--- src/hdl/ast_regs.svh ---
`ifndef AST_REGS_SVH
`define AST_REGS_SVH
// ---------------------------------------------
// Register byte addresses
// ---------------------------------------------
`define AST_OFF_MODE 12'h000
`define AST_OFF_STA 12'h004
`define AST_OFF_TXREG 12'h008
`define AST_OFF_RXREG 12'h00c
`define AST_OFF_BRG 12'h010
// ---------------------------------------------
// line_config_word fields
// ---------------------------------------------
`define AST_MODE_ON 15
`define AST_MODE_ALT 10
`define AST_MODE_LPBK 6
`define AST_MODE_PD_HI 2
`define AST_MODE_PD_LO 1
`define AST_MODE_STOP 0
`define AST_MODE_RST 16'h0000
// ---------------------------------------------
// Status word fields
// ---------------------------------------------
`define AST_STA_TXISEL 15
`define AST_STA_BRK 11
`define AST_STA_TXON 10
`define AST_STA_TXBF 9
`define AST_STA_TX_SHIFT_EMPTY 8
`define AST_STA_RXISEL_HI 7
`define AST_STA_RXISEL_LO 6
`define AST_STA_ADDRESS_DETECT_ON 5
`define AST_STA_RX_LINE_IDLE 4
`define AST_STA_PARITY_ERROR_FLAG 3
`define AST_STA_FRAMING_ERROR_FLAG 2
`define AST_STA_RX_OVERRUN_FLAG 1
`define AST_STA_RXDA 0
`define AST_BRG_RST 16'h0000
`define AST_FIFO_DEPTH 4
`endif

--- src/hdl/ast_pkg.sv ---
package ast_pkg;
  typedef enum logic [1:0] {
    AST_PD_8N = 2'b00,
    AST_PD_8E = 2'b01,
    AST_PD_8O = 2'b10,
    AST_PD_9N = 2'b11
  } ast_pd_t;
  typedef enum logic [2:0] {
    AST_S_IDLE = 3'b000,
    AST_S_START = 3'b001,
    AST_S_DATA = 3'b010,
    AST_S_PAR = 3'b011,
    AST_S_STOP = 3'b100
  } ast_state_t;
endpackage

--- src/hdl/ast_uart.sv ---
`include "ast_regs.svh"
module ast_uart (
  input wire logic pclk,
  input wire logic presetn,
  input wire logic psel,
  input wire logic penable,
  input wire logic pwrite,
  input wire logic [11:0] paddr,
  input wire logic [31:0] pwdata,
  output logic [31:0] prdata,
  output logic pready,
  output logic pslverr,
  input wire logic serial_in_pin,
  input wire logic alt_serial_in_pin,
  input wire logic port_tx_dir,
  input wire logic port_tx_latch,
  input wire logic port_rx_dir,
  input wire logic port_rx_latch,
  input wire logic port_alt_tx_dir,
  input wire logic port_alt_tx_latch,
  input wire logic port_alt_rx_dir,
  input wire logic port_alt_rx_latch,
  output logic serial_out_pin,
  output logic serial_out_oe,
  output logic alt_serial_out_pin,
  output logic alt_serial_out_oe,
  output logic serial_in_oe,
  output logic serial_in_out,
  output logic alt_serial_in_oe,
  output logic alt_serial_in_out,
  output logic tx_irq,
  output logic rx_irq
);
  // ---------------------------------------------
  // Registers
  // ---------------------------------------------
  logic [15:0] line_config_word;
  logic [15:0] baud_divisor;
  logic tx_irq_select, tx_break, tx_on, address_detect_on;
  logic [1:0] rx_irq_select;
  logic rx_overrun_flag;
  logic [1:0] rx_sync;
  logic [15:0] baud_cnt;
  logic [3:0] tick_cnt;
  logic [8:0] tx_mem [0:3];
  logic [1:0] tx_wp, tx_rp;
  logic [2:0] tx_cnt;
  logic [10:0] rx_mem [0:3];
  logic [1:0] rx_wp, rx_rp;
  logic [2:0] rx_cnt;
  ast_pkg::ast_state_t tx_st, rx_st;
  logic [8:0] tx_sh, rx_sh;
  logic [3:0] tx_bit, rx_bit;
  logic tx_par, rx_par, tx_line, rx_framing_error_flag, rx_parity_error_flag_q;
  logic [3:0] rx_tick;

  // ---------------------------------------------
  // Decode
  // ---------------------------------------------
  wire uart_on = line_config_word[`AST_MODE_ON];
  wire alt = line_config_word[`AST_MODE_ALT];
  wire lpbk = line_config_word[`AST_MODE_LPBK];
  wire two_stop = line_config_word[`AST_MODE_STOP];
  wire [1:0] pd = line_config_word[`AST_MODE_PD_HI:`AST_MODE_PD_LO];
  wire nine = (pd == ast_pkg::AST_PD_9N);
  wire par_on = (pd == ast_pkg::AST_PD_8E) || (pd == ast_pkg::AST_PD_8O);
  wire odd = (pd == ast_pkg::AST_PD_8O);
  wire [3:0] nbits = nine ? 4'h9 : 4'h8;
  wire acc = psel && penable;
  wire wr = acc && pwrite;
  wire rd = acc && !pwrite;
  wire mapped = (paddr == `AST_OFF_MODE) || (paddr == `AST_OFF_STA) || (paddr == `AST_OFF_TXREG) ||
                (paddr == `AST_OFF_RXREG) || (paddr == `AST_OFF_BRG);
  wire wr_mode = wr && paddr == `AST_OFF_MODE;
  wire wr_sta = wr && paddr == `AST_OFF_STA;
  wire wr_tx = wr && paddr == `AST_OFF_TXREG;
  wire rd_rx = rd && paddr == `AST_OFF_RXREG;
  wire wr_brg = wr && paddr == `AST_OFF_BRG;
  wire off = !uart_on;
  wire tx_full = (tx_cnt == 3'(`AST_FIFO_DEPTH));
  wire rx_full = (rx_cnt == 3'(`AST_FIFO_DEPTH));
  wire tx_push = wr_tx && !tx_full && uart_on;
  // 16x oversample tick
  wire tick = uart_on && (baud_cnt == baud_divisor);
  wire bit_tick = tick && (tick_cnt == 4'hf);
  wire tx_load = bit_tick && tx_st == ast_pkg::AST_S_IDLE && tx_on && tx_cnt != 3'h0 && !tx_break;
  wire rx_src = lpbk ? tx_line : rx_sync[1];
  wire rx_mid = tick && (rx_tick == 4'h7);
  wire rx_done = rx_mid && rx_st == ast_pkg::AST_S_STOP && (!two_stop || rx_bit == 4'h1);
  wire rx_parity_error_flag_now = par_on && rx_parity_error_flag_q;
  wire [10:0] rx_word = {rx_framing_error_flag || !rx_src, rx_parity_error_flag_now, rx_sh};
  wire rx_push = rx_done && !rx_full && !rx_overrun_flag;
  wire rx_ovr = rx_done && rx_full;
  wire rx_pop = rd_rx && rx_cnt != 3'h0;
  wire [10:0] rx_top = rx_mem[rx_rp];
  wire tx_shift_empty = tx_st == ast_pkg::AST_S_IDLE;
  wire rx_line_idle = rx_st == ast_pkg::AST_S_IDLE;
  wire [15:0] sta_word = {tx_irq_select, 3'h0, tx_break, tx_on, tx_full, tx_shift_empty, rx_irq_select,
                          address_detect_on, rx_line_idle, rx_top[9] & (rx_cnt != 3'h0),
                          rx_top[10] & (rx_cnt != 3'h0), rx_overrun_flag, rx_cnt != 3'h0};
  wire [15:0] rd_mux = (paddr == `AST_OFF_MODE) ? line_config_word :
                       (paddr == `AST_OFF_STA) ? sta_word :
                       (paddr == `AST_OFF_RXREG) ? {7'h00, rx_top[8:0]} :
                       (paddr == `AST_OFF_BRG) ? baud_divisor : 16'h0000;
  wire [2:0] rx_cnt_after = rx_cnt + 3'h1;
  wire rx_irq_ev = rx_push && (!address_detect_on || rx_sh[8]) &&
                   (rx_irq_select[1] == 1'b0 || (rx_irq_select == 2'b10 && rx_cnt_after == 3'h3) ||
                    (rx_irq_select == 2'b11 && rx_cnt_after == 3'h4));
  wire tx_irq_ev = tx_load && (!tx_irq_select || tx_cnt == 3'h1);
  wire tx_drv = tx_break ? 1'b0 : tx_line;
  wire pin_val = lpbk ? 1'b1 : tx_drv;

  // ---------------------------------------------
  // APB slave
  // ---------------------------------------------
  always_ff @(posedge pclk or negedge presetn) begin
    if (!presetn) begin
      prdata <= 32'h00000000;
      pready <= 1'b0;
      pslverr <= 1'b0;
    end else begin
      pready <= psel && !penable;
      pslverr <= psel && !penable && !mapped;
      prdata <= {16'h0000, rd_mux};
    end
  end

  // ---------------------------------------------
  // Control registers
  // ---------------------------------------------
  always_ff @(posedge pclk or negedge presetn) begin
    if (!presetn) begin
      line_config_word <= `AST_MODE_RST;
      baud_divisor <= `AST_BRG_RST;
      tx_irq_select <= 1'b0;
      rx_irq_select <= 2'b00;
      address_detect_on <= 1'b0;
      tx_on <= 1'b0;
      tx_break <= 1'b0;
      rx_overrun_flag <= 1'b0;
    end else begin
      if (wr_mode && pready) line_config_word <= pwdata[15:0];
      if (wr_brg && pready) baud_divisor <= pwdata[15:0];
      if (wr_sta && pready) begin
        tx_irq_select <= pwdata[`AST_STA_TXISEL];
        rx_irq_select <= pwdata[`AST_STA_RXISEL_HI:`AST_STA_RXISEL_LO];
        address_detect_on <= pwdata[`AST_STA_ADDRESS_DETECT_ON];
      end
      if (off) begin
        tx_on <= 1'b0;
        tx_break <= 1'b0;
        rx_overrun_flag <= 1'b0;
      end else begin
        if (wr_sta && pready) begin
          tx_on <= pwdata[`AST_STA_TXON];
          tx_break <= pwdata[`AST_STA_BRK];
        end
        // Set wins over software clear
        if (rx_ovr) rx_overrun_flag <= 1'b1;
        else if (wr_sta && pready && !pwdata[`AST_STA_RX_OVERRUN_FLAG]) rx_overrun_flag <= 1'b0;
      end
    end
  end

  // ---------------------------------------------
  // Baud generator and pin sync
  // ---------------------------------------------
  always_ff @(posedge pclk or negedge presetn) begin
    if (!presetn) begin
      baud_cnt <= 16'h0000;
      tick_cnt <= 4'h0;
      rx_sync <= 2'b11;
    end else begin
      rx_sync <= {rx_sync[0], alt ? alt_serial_in_pin : serial_in_pin};
      if (off) begin
        baud_cnt <= 16'h0000;
        tick_cnt <= 4'h0;
      end else if (tick) begin
        baud_cnt <= 16'h0000;
        tick_cnt <= tick_cnt + 4'h1;
      end else begin
        baud_cnt <= baud_cnt + 16'h0001;
      end
    end
  end

  // ---------------------------------------------
  // Buffers
  // ---------------------------------------------
  always_ff @(posedge pclk) begin
    if (tx_push && pready) tx_mem[tx_wp] <= pwdata[8:0];
    if (rx_push) rx_mem[rx_wp] <= rx_word;
  end

  always_ff @(posedge pclk or negedge presetn) begin
    if (!presetn) begin
      tx_wp <= 2'h0;
      tx_rp <= 2'h0;
      tx_cnt <= 3'h0;
      rx_wp <= 2'h0;
      rx_rp <= 2'h0;
      rx_cnt <= 3'h0;
    end else if (off) begin
      tx_wp <= 2'h0;
      tx_rp <= 2'h0;
      tx_cnt <= 3'h0;
      rx_wp <= 2'h0;
      rx_rp <= 2'h0;
      rx_cnt <= 3'h0;
    end else begin
      if (tx_push && pready) tx_wp <= tx_wp + 2'h1;
      if (tx_load) tx_rp <= tx_rp + 2'h1;
      tx_cnt <= tx_cnt + {2'h0, tx_push && pready} - {2'h0, tx_load};
      if (rx_push) rx_wp <= rx_wp + 2'h1;
      if (rx_pop && pready) rx_rp <= rx_rp + 2'h1;
      rx_cnt <= rx_cnt + {2'h0, rx_push} - {2'h0, rx_pop && pready};
    end
  end

  // ---------------------------------------------
  // Transmitter
  // ---------------------------------------------
  always_ff @(posedge pclk or negedge presetn) begin
    if (!presetn) begin
      tx_st <= ast_pkg::AST_S_IDLE;
      tx_sh <= 9'h000;
      tx_bit <= 4'h0;
      tx_par <= 1'b0;
      tx_line <= 1'b1;
    end else if (off) begin
      tx_st <= ast_pkg::AST_S_IDLE;
      tx_line <= 1'b1;
    end else if (bit_tick) begin
      unique case (tx_st)
        ast_pkg::AST_S_IDLE: begin
          tx_line <= 1'b1;
          if (tx_load) begin
            tx_sh <= tx_mem[tx_rp];
            tx_par <= odd;
            tx_bit <= 4'h0;
            tx_line <= 1'b0;
            tx_st <= ast_pkg::AST_S_DATA;
          end
        end
        ast_pkg::AST_S_DATA: begin
          tx_line <= tx_sh[0];
          tx_par <= tx_par ^ tx_sh[0];
          tx_sh <= {1'b0, tx_sh[8:1]};
          tx_bit <= tx_bit + 4'h1;
          if (tx_bit == nbits - 4'h1) tx_st <= par_on ? ast_pkg::AST_S_PAR : ast_pkg::AST_S_STOP;
        end
        ast_pkg::AST_S_PAR: begin
          tx_line <= tx_par;
          tx_bit <= 4'h0;
          tx_st <= ast_pkg::AST_S_STOP;
        end
        ast_pkg::AST_S_STOP: begin
          tx_line <= 1'b1;
          tx_bit <= 4'h0;
          if (!two_stop || tx_bit == 4'h1) tx_st <= ast_pkg::AST_S_IDLE;
          else tx_bit <= 4'h1;
        end
        default: tx_st <= ast_pkg::AST_S_IDLE;
      endcase
    end
  end

  // ---------------------------------------------
  // Receiver
  // ---------------------------------------------
  always_ff @(posedge pclk or negedge presetn) begin
    if (!presetn) begin
      rx_st <= ast_pkg::AST_S_IDLE;
      rx_sh <= 9'h000;
      rx_bit <= 4'h0;
      rx_par <= 1'b0;
      rx_tick <= 4'h0;
      rx_framing_error_flag <= 1'b0;
      rx_parity_error_flag_q <= 1'b0;
    end else if (off) begin
      rx_st <= ast_pkg::AST_S_IDLE;
      rx_tick <= 4'h0;
    end else if (tick) begin
      rx_tick <= rx_tick + 4'h1;
      unique case (rx_st)
        ast_pkg::AST_S_IDLE: begin
          rx_tick <= 4'h0;
          if (!rx_src && !rx_overrun_flag) rx_st <= ast_pkg::AST_S_START;
        end
        ast_pkg::AST_S_START:
          if (rx_mid) begin
            rx_tick <= 4'h8;
            rx_bit <= 4'h0;
            rx_par <= odd;
            rx_framing_error_flag <= 1'b0;
            rx_sh <= 9'h000;
            rx_st <= rx_src ? ast_pkg::AST_S_IDLE : ast_pkg::AST_S_DATA;
          end
        ast_pkg::AST_S_DATA:
          if (rx_mid) begin
            rx_sh <= nine ? {rx_src, rx_sh[8:1]} : {1'b0, rx_src, rx_sh[7:1]};
            rx_par <= rx_par ^ rx_src;
            rx_bit <= rx_bit + 4'h1;
            if (rx_bit == nbits - 4'h1) begin
              rx_bit <= 4'h0;
              rx_st <= par_on ? ast_pkg::AST_S_PAR : ast_pkg::AST_S_STOP;
            end
          end
        ast_pkg::AST_S_PAR:
          if (rx_mid) begin
            rx_parity_error_flag_q <= rx_par ^ rx_src;
            rx_st <= ast_pkg::AST_S_STOP;
          end
        ast_pkg::AST_S_STOP:
          if (rx_mid) begin
            rx_framing_error_flag <= rx_framing_error_flag || !rx_src;
            rx_bit <= rx_bit + 4'h1;
            if (rx_done) begin
              rx_st <= ast_pkg::AST_S_IDLE;
              rx_parity_error_flag_q <= 1'b0;
            end
          end
        default: rx_st <= ast_pkg::AST_S_IDLE;
      endcase
    end
  end

  // ---------------------------------------------
  // Pins and interrupts
  // ---------------------------------------------
  always_ff @(posedge pclk or negedge presetn) begin
    if (!presetn) begin
      serial_out_pin <= 1'b0;
      serial_out_oe <= 1'b0;
      alt_serial_out_pin <= 1'b0;
      alt_serial_out_oe <= 1'b0;
      serial_in_oe <= 1'b0;
      serial_in_out <= 1'b0;
      alt_serial_in_oe <= 1'b0;
      alt_serial_in_out <= 1'b0;
      tx_irq <= 1'b0;
      rx_irq <= 1'b0;
    end else begin
      // Port direction bit high means input
      serial_out_pin <= (uart_on && !alt) ? pin_val : port_tx_latch;
      serial_out_oe <= (uart_on && !alt) ? 1'b1 : !port_tx_dir;
      alt_serial_out_pin <= (uart_on && alt) ? pin_val : port_alt_tx_latch;
      alt_serial_out_oe <= (uart_on && alt) ? 1'b1 : !port_alt_tx_dir;
      serial_in_out <= port_rx_latch;
      serial_in_oe <= (uart_on && !alt) ? 1'b0 : !port_rx_dir;
      alt_serial_in_out <= port_alt_rx_latch;
      alt_serial_in_oe <= (uart_on && alt) ? 1'b0 : !port_alt_rx_dir;
      tx_irq <= tx_irq_ev && !off;
      rx_irq <= rx_irq_ev && !off;
    end
  end

  // ---------------------------------------------
  // Checks
  // ---------------------------------------------
  AST_OFF_IDLE: assert property (@(posedge pclk) disable iff (!presetn)
    off |=> tx_shift_empty && rx_line_idle && tx_cnt == 3'h0 && !tx_on)
    else $error("port off but state not cleared");
  AST_FULL_IGN: assert property (@(posedge pclk) disable iff (!presetn)
    tx_full && !tx_load |=> tx_cnt == 3'h4)
    else $error("full tx buffer changed");
  AST_IDLE_HIGH: assert property (@(posedge pclk) disable iff (!presetn)
    tx_st == ast_pkg::AST_S_IDLE && $past(tx_st) == ast_pkg::AST_S_IDLE && !tx_break |-> tx_line)
    else $error("idle tx line low");
  AST_LPBK_PIN: assert property (@(posedge pclk) disable iff (!presetn)
    uart_on && lpbk && !alt |=> serial_out_pin && serial_out_oe)
    else $error("loopback pin not high");
  AST_RX_PIN: assert property (@(posedge pclk) disable iff (!presetn) uart_on && !alt |=> !serial_in_oe)
    else $error("receive pin not released to input");
  AST_BAUD_RST: assert property (@(posedge pclk) disable iff (!presetn) off |=> baud_cnt == 16'h0000)
    else $error("baud counter not reset while off");
endmodule

--- config.mk ---
export PLATFORM = sky130hd
export DESIGN_NAME = ast_uart
export DESIGN_NICKNAME = d
export VERILOG_FILES = /design/src/hdl/ast_pkg.sv /design/src/hdl/ast_uart.sv
export VERILOG_INCLUDE_DIRS = /design/src /design/src/hdl
export SDC_FILE = /design/constraint.sdc
export NUM_CORES = 1
export LEC_CHECK = 0
export BUFFER_PORTS_ARGS = -buffer_cell sky130_fd_sc_hd__buf_2
export CAP_MARGIN = 5
export CORE_MARGIN = 5
export CORE_UTILIZATION = 45
export CTS_CLUSTER_DIAMETER = 40
export DETAILED_ROUTE_END_ITERATION = 7
export PLACE_DENSITY_LB_ADDON = 0.25
export RECOVER_POWER = 25
export SYNTH_ARGS = -nofsm -noshare
export SYNTH_HDL_FRONTEND = slang
export SYNTH_SLANG_ARGS = --single-unit
--- constraint.sdc ---
create_clock -name pclk -period 4.2 [get_ports pclk]
set_input_delay 0.84 -clock pclk [delete_from_list [all_inputs] [get_ports pclk]]
set_output_delay 0.84 -clock pclk [all_outputs]
set_load 0.05 [all_outputs]
# After elaboration in Yosys (flattened, before gate mapping)
# Memory sizes are Yosys's and may differ from the RTL's.
# Cells that the tools add are included.
[classes]
add_sub_neg = 15
n_eq_ne = 53
n_mux = 91
n_bitwise = 5
reduce_logical = 91
[ops]
columns = ["operator", "n"]
rows = [
  ["16-bit 2-to-1 mux", 6],
  ["3-bit 2-to-1 mux", 17],
  ["1-bit logical AND", 42],
  ["4-bit 2-to-1 mux", 10],
  ["9-bit 2-to-1 mux", 4],
  ["9-bit case mux with 2 select lines", 2],
  ["1-bit 2-to-1 mux", 33],
  ["3-bit != test, second input constant", 9],
  ["12-bit by 4-bit equality test with 1-bit output, second input constant", 2],
  ["2-bit 2-to-1 mux", 9],
  ["1-bit zero test", 17],
  ["16-bit by 1-bit adder with 16-bit output, second input constant", 1],
  ["4-bit by 1-bit adder with 4-bit output, second input constant", 4],
  ["16-bit equality test", 1],
  ["4-bit case mux with 4 select lines", 1],
  ["3-bit by 2-bit equality test with 1-bit output, second input constant", 5],
  ["3-bit equality test, second input constant", 5],
  ["3-bit case mux with 5 select lines", 1],
  ["2-bit by 1-bit != test with 1-bit output, second input constant", 7],
  ["12-bit by 3-bit equality test with 1-bit output, second input constant", 1],
  ["12-bit by 5-bit equality test with 1-bit output, second input constant", 1],
  ["12-bit zero test", 1],
  ["1-bit logical OR", 12],
  ["2-bit != test, second input constant", 6],
  ["other kinds (32)", 58],
]
[word_totals]
ff_bits = 144
ram_bits = 80
input_bits = 59
output_inout_bits = 44
wordCells = 299
memories = 2
[mem_list]
columns = ["name", "depth", "word_bits", "rd", "rd_ports_with_merged_regs", "wr", "line", "text"]
rows = [
  ["rx_mem", 4, 11, 1, 0, 1, "ast_uart.sv:48", "logic [10:0] rx_mem [0:3];"],
  ["tx_mem", 4, 9, 1, 0, 1, "ast_uart.sv:45", "logic [8:0] tx_mem [0:3];"],
]

# Logic depth before layout (Yosys ltp)
# Gate-level depths: netlist of run 1.
[depth]
depth_word = 11
depth_mapped = 15

# Least setup slack after synthesis of run 1
# Ideal clock, no wire load.
[synth_timing]
path_kind = "input port to flip-flop"
startpoint = "input port paddr[9]"
endpoint = "register tx_cnt[2]"
setup_time_ps = 132
arrival_time_ps = 3529
t_required_ps = 4068
path_slack_ps = 539
stages = 12
n_path_buf = 1
path_cell_list = "or4_1 or4_1 buf_2 nor4_4 inv_1 ha_1 inv_1 ha_1 inv_1 fa_1 xnor2_1 nor2_1"
[synth_via]
elab_chain_cells = 8
[synth_rtl]
columns = ["item", "line", "text"]
rows = [
  ["start: declaration", "ast_uart.sv:8", "input wire logic [11:0] paddr,"],
  ["12-bit by 4-bit equality test with 1-bit output (no source line)", "--", ""],
  ["1-bit logical AND (no source line)", "--", ""],
  ["1-bit logical AND (2 in a row)", "ast_uart.sv:82", "wire tx_push = wr_tx && !tx_full && uart_on;"],
  ["1-bit logical AND", "ast_uart.sv:213", "tx_cnt <= tx_cnt + {2'h0, tx_push && pready} - {2'h0, tx_load};"],
  ["3-bit by 1-bit adder with 3-bit output", "ast_uart.sv:213", ""],
  ["3-bit by 1-bit subtractor with 3-bit output", "ast_uart.sv:213", ""],
  ["3-bit 2-to-1 mux", "ast_uart.sv:203", "end else if (off) begin"],
  ["end signal: assignment", "ast_uart.sv:213", ""],
  ["end: declaration", "ast_uart.sv:47", "logic [2:0] tx_cnt;"],
]
# Every way passes these cells.
# A chain may end at the register's enable or synchronous reset.

# Worst setup path after layout of run 1
# Same ends and word-level chain as after synthesis.

==> metrics, run 1 <==
combinational family with the most area after synthesis=simple AND/OR/NAND/NOR gates; clock skew=0.0206 ns; diode count=0; Synth Area in Adders=~2.9%; unrepaired setup endpoints after global routing=no; worst setup margin=0.771 ns; vias post-DR=6691; Cells after Synth=804; core area=22600 um2; number of synthesized flops with an enable pin=80; clock latency on the worst-skew pair=0.51 ns; Final #Nets=972; post-synthesis mux area share=10.9%; CTS tree=built; Synth area leaders=dfrtp_1 34%, edfxtp_1 23%, mux4_2 4.4%, mux2_2 4.2%, ha_1 2.6%; Total Wirelength=~23000 um; fillers=1900; first-pass GRT wire length=roughly 37000 um; largest net degree at the start of global routing=79; Hold Crit Class=flip-flop to flip-flop; crit path max fanout=8; warning count from the yosys run=0; Worst Setup End Kind=flip-flop; initial antenna violation count=0; outcome=finished, violations left; sequential share of the synthesized area=58.4%; final period utilization=81.6%; LEAKAGE=5.27 nW; die area=26000 um2; Post-DRT Antenna Nets=0; asr flop ratio synth=64.3%; Critical Path Source Type=input pin; DRT iter0 DRCs=between 500 and 600; Vias/cell=between 5 and 6; Max Slew Vio Count=79; share of the synthesized area in the top cell type=34.3%; DRT Pass-1 Iters=5; # hold bufs at CTS=0; Setup Viol. Count Final=0; Worst Path Required=roughly 4.6 ns; VDD IR-drop max=around 0.00029 V; Worst Tran Pin Value=2.05 ns; most common cell in the synthesized netlist=dfrtp_1; count of cell types in the netlist=72; die height=161 um; number of global-route vias before repair=approximately 6700; Hold Vio Cnt, Final=0; pre-CTS setup slack=roughly 0.25 ns; pwr/cell area=441 nW/um2; share of layout cells above drive strength 1=24.0%; GRT Residual Overflow=0; Yosys reg bits=224; clock sinks=about 220; Port Buffers=70; routability cong.=just under 0.8; clock-pin slew on the worst setup and hold paths=0.05 ns; Post-synth top flop=dfrtp_1; MaxCap Viol Count=1; die extent in x=roughly 160 um; area grow syn2layout=17.8%; failing checks=max-capacitance violations, max-slew violations; fraction of the mapped netlist area in compound gates=7.72%; leading area contributor after synthesis=dfrtp_1; highest clock rate=0.292 GHz; Sum Neg Setup Slack=0 ns; DR DRC count=0; Synth Area in XOR/XNOR=3.32%; mean area per synthesized cell=around 13 um2; CP arrival=3.81 ns; CTS H-Tree Depth=2; Post-synth top cells=141 x dfrtp_1, 80 x edfxtp_1, 60 x nand2_1; I/O Pins=103; dpl hpwl=15700 um; CTS root buffer=clkbuf_16; Synth Area in Simple Gates=between 10% and 20%; Initial Util=roughly 46%; Cell Area, Synth=10300 um2; Max clock buf depth=3; Tmin final=3.43 ns; Setup Crit Path Kind=input pin to flip-flop; row count=55; Worst slew margin=-36.6%; cts repair resizes=0; cts bufs inserted=35; post-DR wirelength/cell=~19 um; GRT Util Overall=between 10% and 20%; Post-CTS Setup Repair Bufs=0
[cell type report]
type	instances	area, um2	share of cell area [%]
clock buffers	41	940	7.76
flip-flops and latches	224	6010	49.6
well taps	285	357	2.94
inverters	32	120	0.991
repair buffers	86	458	3.78
multi-input cells	511	3960	32.6
clock inverters	23	277	2.28
[power breakdown]
group	leakage [nW]	total, mW	switching (mW)	internal, mW
Combinational	2.06	0.132	0.108	0.0239
Clock	0.588	2.94	1.06	1.88
Sequential	2.62	2.27	0.00236	2.27
[worst paths after layout]
path / from / end / slack (ns) / cells after the start
hold / removal: rx_sync[0]$_DFF_PN1_ / rx_sync[1]$_DFF_PN1_ / 0.36 / 0
setup reg to reg: baud_cnt[5]$_DFF_PN0_ / rx_cnt[2]$_DFF_PN0_ / 0.92 / 12
min in group asynchronous: presetn / baud_cnt[12]$_DFF_PN0_ / 0.91 / 1
hold reg to reg: rx_sync[0]$_DFF_PN1_ / rx_sync[1]$_DFF_PN1_ / 0.36 / 0
setup / recovery: paddr[9] / tx_cnt[2]$_DFF_PN0_ / 0.77 / 12
max in group asynchronous: presetn / rx_sync[1]$_DFF_PN1_ / 1.96 / 2
[cells in the final DEF (no fill, tap or decap), types with 4 or more instances in the layout]
cell	count
mux2i_1	9
a22oi_1	14
o21ai_0	19
and3_1	9
clkbuf_16	36
o41ai_1	6
buf_2	59
mux2_4	10
and2_1	11
buf_4	16
xor2_1	27
dfrtp_1	141
nor2_1	46
clkbuf_1	13
nand2_1	60
or4_1	5
a222oi_1	4
inv_1	31
mux4_2	20
edfxtp_1	80
or3_1	12
nand3_1	19
clkinv_4	5
xnor2_1	12
o31ai_1	6
nor3b_1	7
nand2b_1	9
a22o_1	12
ha_1	21
nor2b_1	9
mux2_2	38
nor4_1	7
nand4_1	16
a21oi_1	18
inv_6	5
bufinv_16	4
conb_1	16
and4_1	4
nor3_1	13
[kinds of logic (layout without fill, tap and decap cells)]
kind of cell | after synthesis | in the layout
AOI/OAI and AO/OA | 110 | 110
xor gates and xnor gates | 39 | 39
adders and majority gates | 23 | 23
buffers and inverters | 84 | 182
DFF | 224 | 224
muxes | 77 | 77
other | 1 | 16
and+or+nand+nor | 246 | 246
[sequential cells by signal, summed over array words and instances (netlist names), 3 cells and up]
name / count
tx_mem: 36
rx_cnt: 3
baud_divisor: 16
tx_bit: 4
prdata: 16
tick_cnt: 4
rx_bit: 4
tx_cnt: 3
tx_sh: 9
rx_mem: 44
rx_sh: 9
rx_tick: 4
line_config_word: 16
tx_st: 3
rx_st: 3
baud_cnt: 16
[critical path: stages]
cell     delay (ns)
buf_2          0.09
or4_1          0.59
or4_1          0.71
nor4_4         0.40
inv_1          0.09
ha_1           0.27
inv_1          0.05
ha_1           0.12
inv_1          0.05
fa_1           0.37
xnor2_1        0.17
nor2_1         0.05
[routing by layer]
metal / GRT usage [%] / share of wire (%) / vias up
met2: 28.0 / 47 / 168
met3: 3.55 / 5.7 / 34
li1: - / - / 3124
met1: 25.8 / 46 / 3365
met5: 0 / 0 / -
met4: 4.69 / 1.7 / 0
[per-stage QoR]
stage,utilization [%],power [mW],instance area [um2],hold slack [ns],std cells
after floorplan,-,2.38,10300,0.345,819
final,53.7,5.34,12100,0.355,1202
after global placement,48.4,2.45,10900,0.346,1138
after CTS,53.8,5.41,12100,0.355,1202
after detailed placement,48.4,2.45,10900,0.348,1138
after global routing,53.7,5.51,12100,0.362,1202
Note: power is estimated with default switching activity, not from simulation.
==> run 2: changes to the inputs <==
==> constraint.sdc (replaced) <==
create_clock -name pclk -period 3.4 [get_ports pclk]
set_input_delay 0.68 -clock pclk [delete_from_list [all_inputs] [get_ports pclk]]
set_output_delay 0.68 -clock pclk [all_outputs]
set_load 0.05 [all_outputs]
==> run 2 against run 1 <==
The run still ends with max-capacitance violations, max-slew violations left; critical path depth increased by 2; utilization is 0.25 points higher; final cell count increased by 0.67%; wire length rose by 0.85%; die area did not move; clock power up 20%; clock skew increased by 0.0035 ns; register-to-register slack lost 0.54 ns; first-iteration DRC count grew 2.1%; sequential cell count is the same; via count increased by 0.45%.
==> metrics, run 2 (synthesis results as in run 1) <==
I/O Pins=103 (unchanged); die extent in x=161 um (unchanged); commonest non-fill, non-tap cell in the layout=dfrtp_1 (unchanged); cell area after layout=12200 um2 (was 12100 um2); CP max stage cell=dfrtp_1 (was or4_1); die height=161 um (unchanged); most frequent cells in the layout=141 x dfrtp_1, 80 x edfxtp_1, 60 x nand2_1, 59 x buf_2, 46 x nor2_1 (unchanged); R2R Setup Slk=0.38 ns (was 0.92 ns); Port Buffers=70 (unchanged); final period utilization=88.9%; DRT iter0 DRCs=523 (was 512); met2 wire length=10800 um (about the same); cts repair resizes=0 (unchanged); Tmin final=3.02 ns; clock skew=0.0241 ns (was 0.0206 ns); Largest Register=rx_mem (unchanged); die area=26000 um2 (unchanged); vias post-DR=6721 (was 6691); clock-pin slew on the worst setup and hold paths=0.05 ns (about the same); GRT Residual Overflow=0 (unchanged); Setup Crit Path Kind=flip-flop to flip-flop (was input pin to flip-flop); share of layout cells above drive strength 1=24.8% (was 24.0%); Worst Setup End Kind=flip-flop (unchanged); # hold bufs at CTS=0 (unchanged); number of global-route vias before repair=6673 (was 6672); area grow syn2layout=18.3% (was 17.8%); Hold Vio Cnt, Final=0 (unchanged); placed instance area=11000 um2 (was 10900 um2); Final #Nets=982 (was 972); crit path max fanout=4 (was 8); Worst Path Required=3.77 ns (was 4.58 ns); Post-CTS Setup Repair Bufs=0 (unchanged); CTS root buffer=clkbuf_16 (unchanged); max FFs per register=44 (unchanged); Max clock buf depth=3 (unchanged); CP most frequent cell=inv_1 (unchanged); worst setup path start=rx_bit[1]$_DFFE_PN0P_ (was paddr[9]); worst r2r src=rx_bit[1]$_DFFE_PN0P_ (was baud_cnt[5]$_DFF_PN0_); dpl hpwl=15700 um (about the same); worst setup margin=0.377 ns (was 0.771 ns); post-DR wirelength/cell=19.3 um (about the same); routability cong.=0.807 (was 0.793); outcome=finished, violations left (unchanged); Initial Util=45.6% (unchanged); CTS H-Tree Depth=2 (unchanged); pre-CTS setup slack=-0.0872 ns (was 0.250 ns); unrepaired setup endpoints after global routing=no (unchanged); clock sinks=224 (unchanged); Sum Neg Setup Slack=0 ns (unchanged); Crit path largest cell delay=0.40 ns (was 0.71 ns); Critical Path Source Type=flip-flop (was input pin); failing checks=max-capacitance violations, max-slew violations (unchanged); Largest regs=rx_mem (44), tx_mem (36) (unchanged); total power=6.49 mW (was 5.34 mW); cts bufs inserted=34 (was 35); CP arrival=3.39 ns (was 3.81 ns); LEAKAGE=5.31 nW (was 5.27 nW); GRT Util Overall=18.2% (was 17.9%); routed wl met3=998 um (was 1330 um); WP buf/inv=4 (unchanged); Vias/cell=5.55 (was 5.57); worst r2r dst=rx_cnt[2]$_DFF_PN0_ (unchanged); VDD IR-drop max=0.000461 V (was 0.000293 V); Max Slew Vio Count=64 (was 79); Post-DRT Antenna Nets=0 (unchanged); row count=55 (unchanged); first-pass GRT wire length=37700 um (was 37100 um); Worst path top cell family by delay=simple AND/OR/NAND/NOR gates (unchanged); Setup Viol. Count Final=0 (unchanged); WP depth=14 (was 12); largest net degree at the start of global routing=64 (was 79); R2R depth=14 (was 12); Worst slew margin=-16.5% (was -36.6%); Util after Layout=53.9% (was 53.7%); DR top layer=met4 (unchanged); initial antenna violation count=0 (unchanged); Worst Tran Pin Value=1.75 ns (was 2.05 ns); MaxCap Viol Count=1 (unchanged); clock latency on the worst-skew pair=0.50 ns (was 0.51 ns); Total Wirelength=23400 um (was 23200 um); pwr/cell area=534 nW/um2 (was 441 nW/um2); highest clock rate=0.331 GHz; CP Capture Point=rx_cnt[2]$_DFF_PN0_ (was tx_cnt[2]$_DFF_PN0_); wl on met1=11000 um (was 10600 um); diode count=0 (unchanged); DR DRC count=0 (unchanged); crit path cell chain=inv_1, ha_1, nor3b_1, o2111ai_1, nor3_1, and3_1, inv_1, ha_1, inv_1, ha_1, inv_1, fa_1, xnor2_1, nor2_1 (was buf_2, or4_1, or4_1, nor4_4, inv_1, ha_1, inv_1, ha_1, inv_1, fa_1, xnor2_1, nor2_1); Hold Crit Class=input pin to flip-flop (was flip-flop to flip-flop); DRT Pass-1 Iters=5 (unchanged); CTS tree=built (unchanged); core area=22600 um2 (unchanged)
==> run 2: layout make-up <==
cell class	instances	area, um2
tap	285	357
fill	1862	10400
multi-input combinational	511	3960
timing repair buffer	97	553
clock inverter	19	216
sequential	224	6010
clock buffer	42	952
inverter	32	120
==> run 2: power breakdown <==
part	switching (mW)	leakage, nW	total [mW]	internal (mW)
sequential	0.00303	2.62	2.80	2.80
combinational	0.136	2.13	0.166	0.0299
clock	1.28	0.568	3.53	2.25
total	1.42	5.31	6.49	5.08
==> run 2: how the worst min path moves through the flow <==
| stage | endpoint | cells past startpoint | startpoint | slack [ns] |
|---|---|---|---|---|
| after floorplan | rx_sync[1]$_DFF_PN1_ | 0 | rx_sync[0]$_DFF_PN1_ | 0.35 |
| after global placement | rx_sync[1]$_DFF_PN1_ | 0 | rx_sync[0]$_DFF_PN1_ | 0.35 |
| after detailed placement | rx_sync[1]$_DFF_PN1_ | 0 | rx_sync[0]$_DFF_PN1_ | 0.35 |
| after CTS | tx_sh[5]$_DFFE_PN0P_ | 1 | presetn | 0.19 |
| after global routing | alt_serial_in_out$_DFF_PN0_ | 1 | port_alt_rx_latch | 0.27 |
| final | alt_serial_in_out$_DFF_PN0_ | 1 | port_alt_rx_latch | 0.29 |
==> run 2: metal layers <==
metal | vias to the layer above | track usage, %
met5 | - | 0
met4 | 0 | 5.47
met2 | 138 | 28.2
met3 | 36 | 3.37
met1 | 3417 | 26.5
li1 | 3130 | -
==> run 2: stage by stage <==
step,hold WS [ns],instances
after global routing,0.273,1210
final,0.294,1210
after floorplan,0.345,819
after CTS,0.191,1210
after global placement,0.347,1149
after detailed placement,0.348,1149
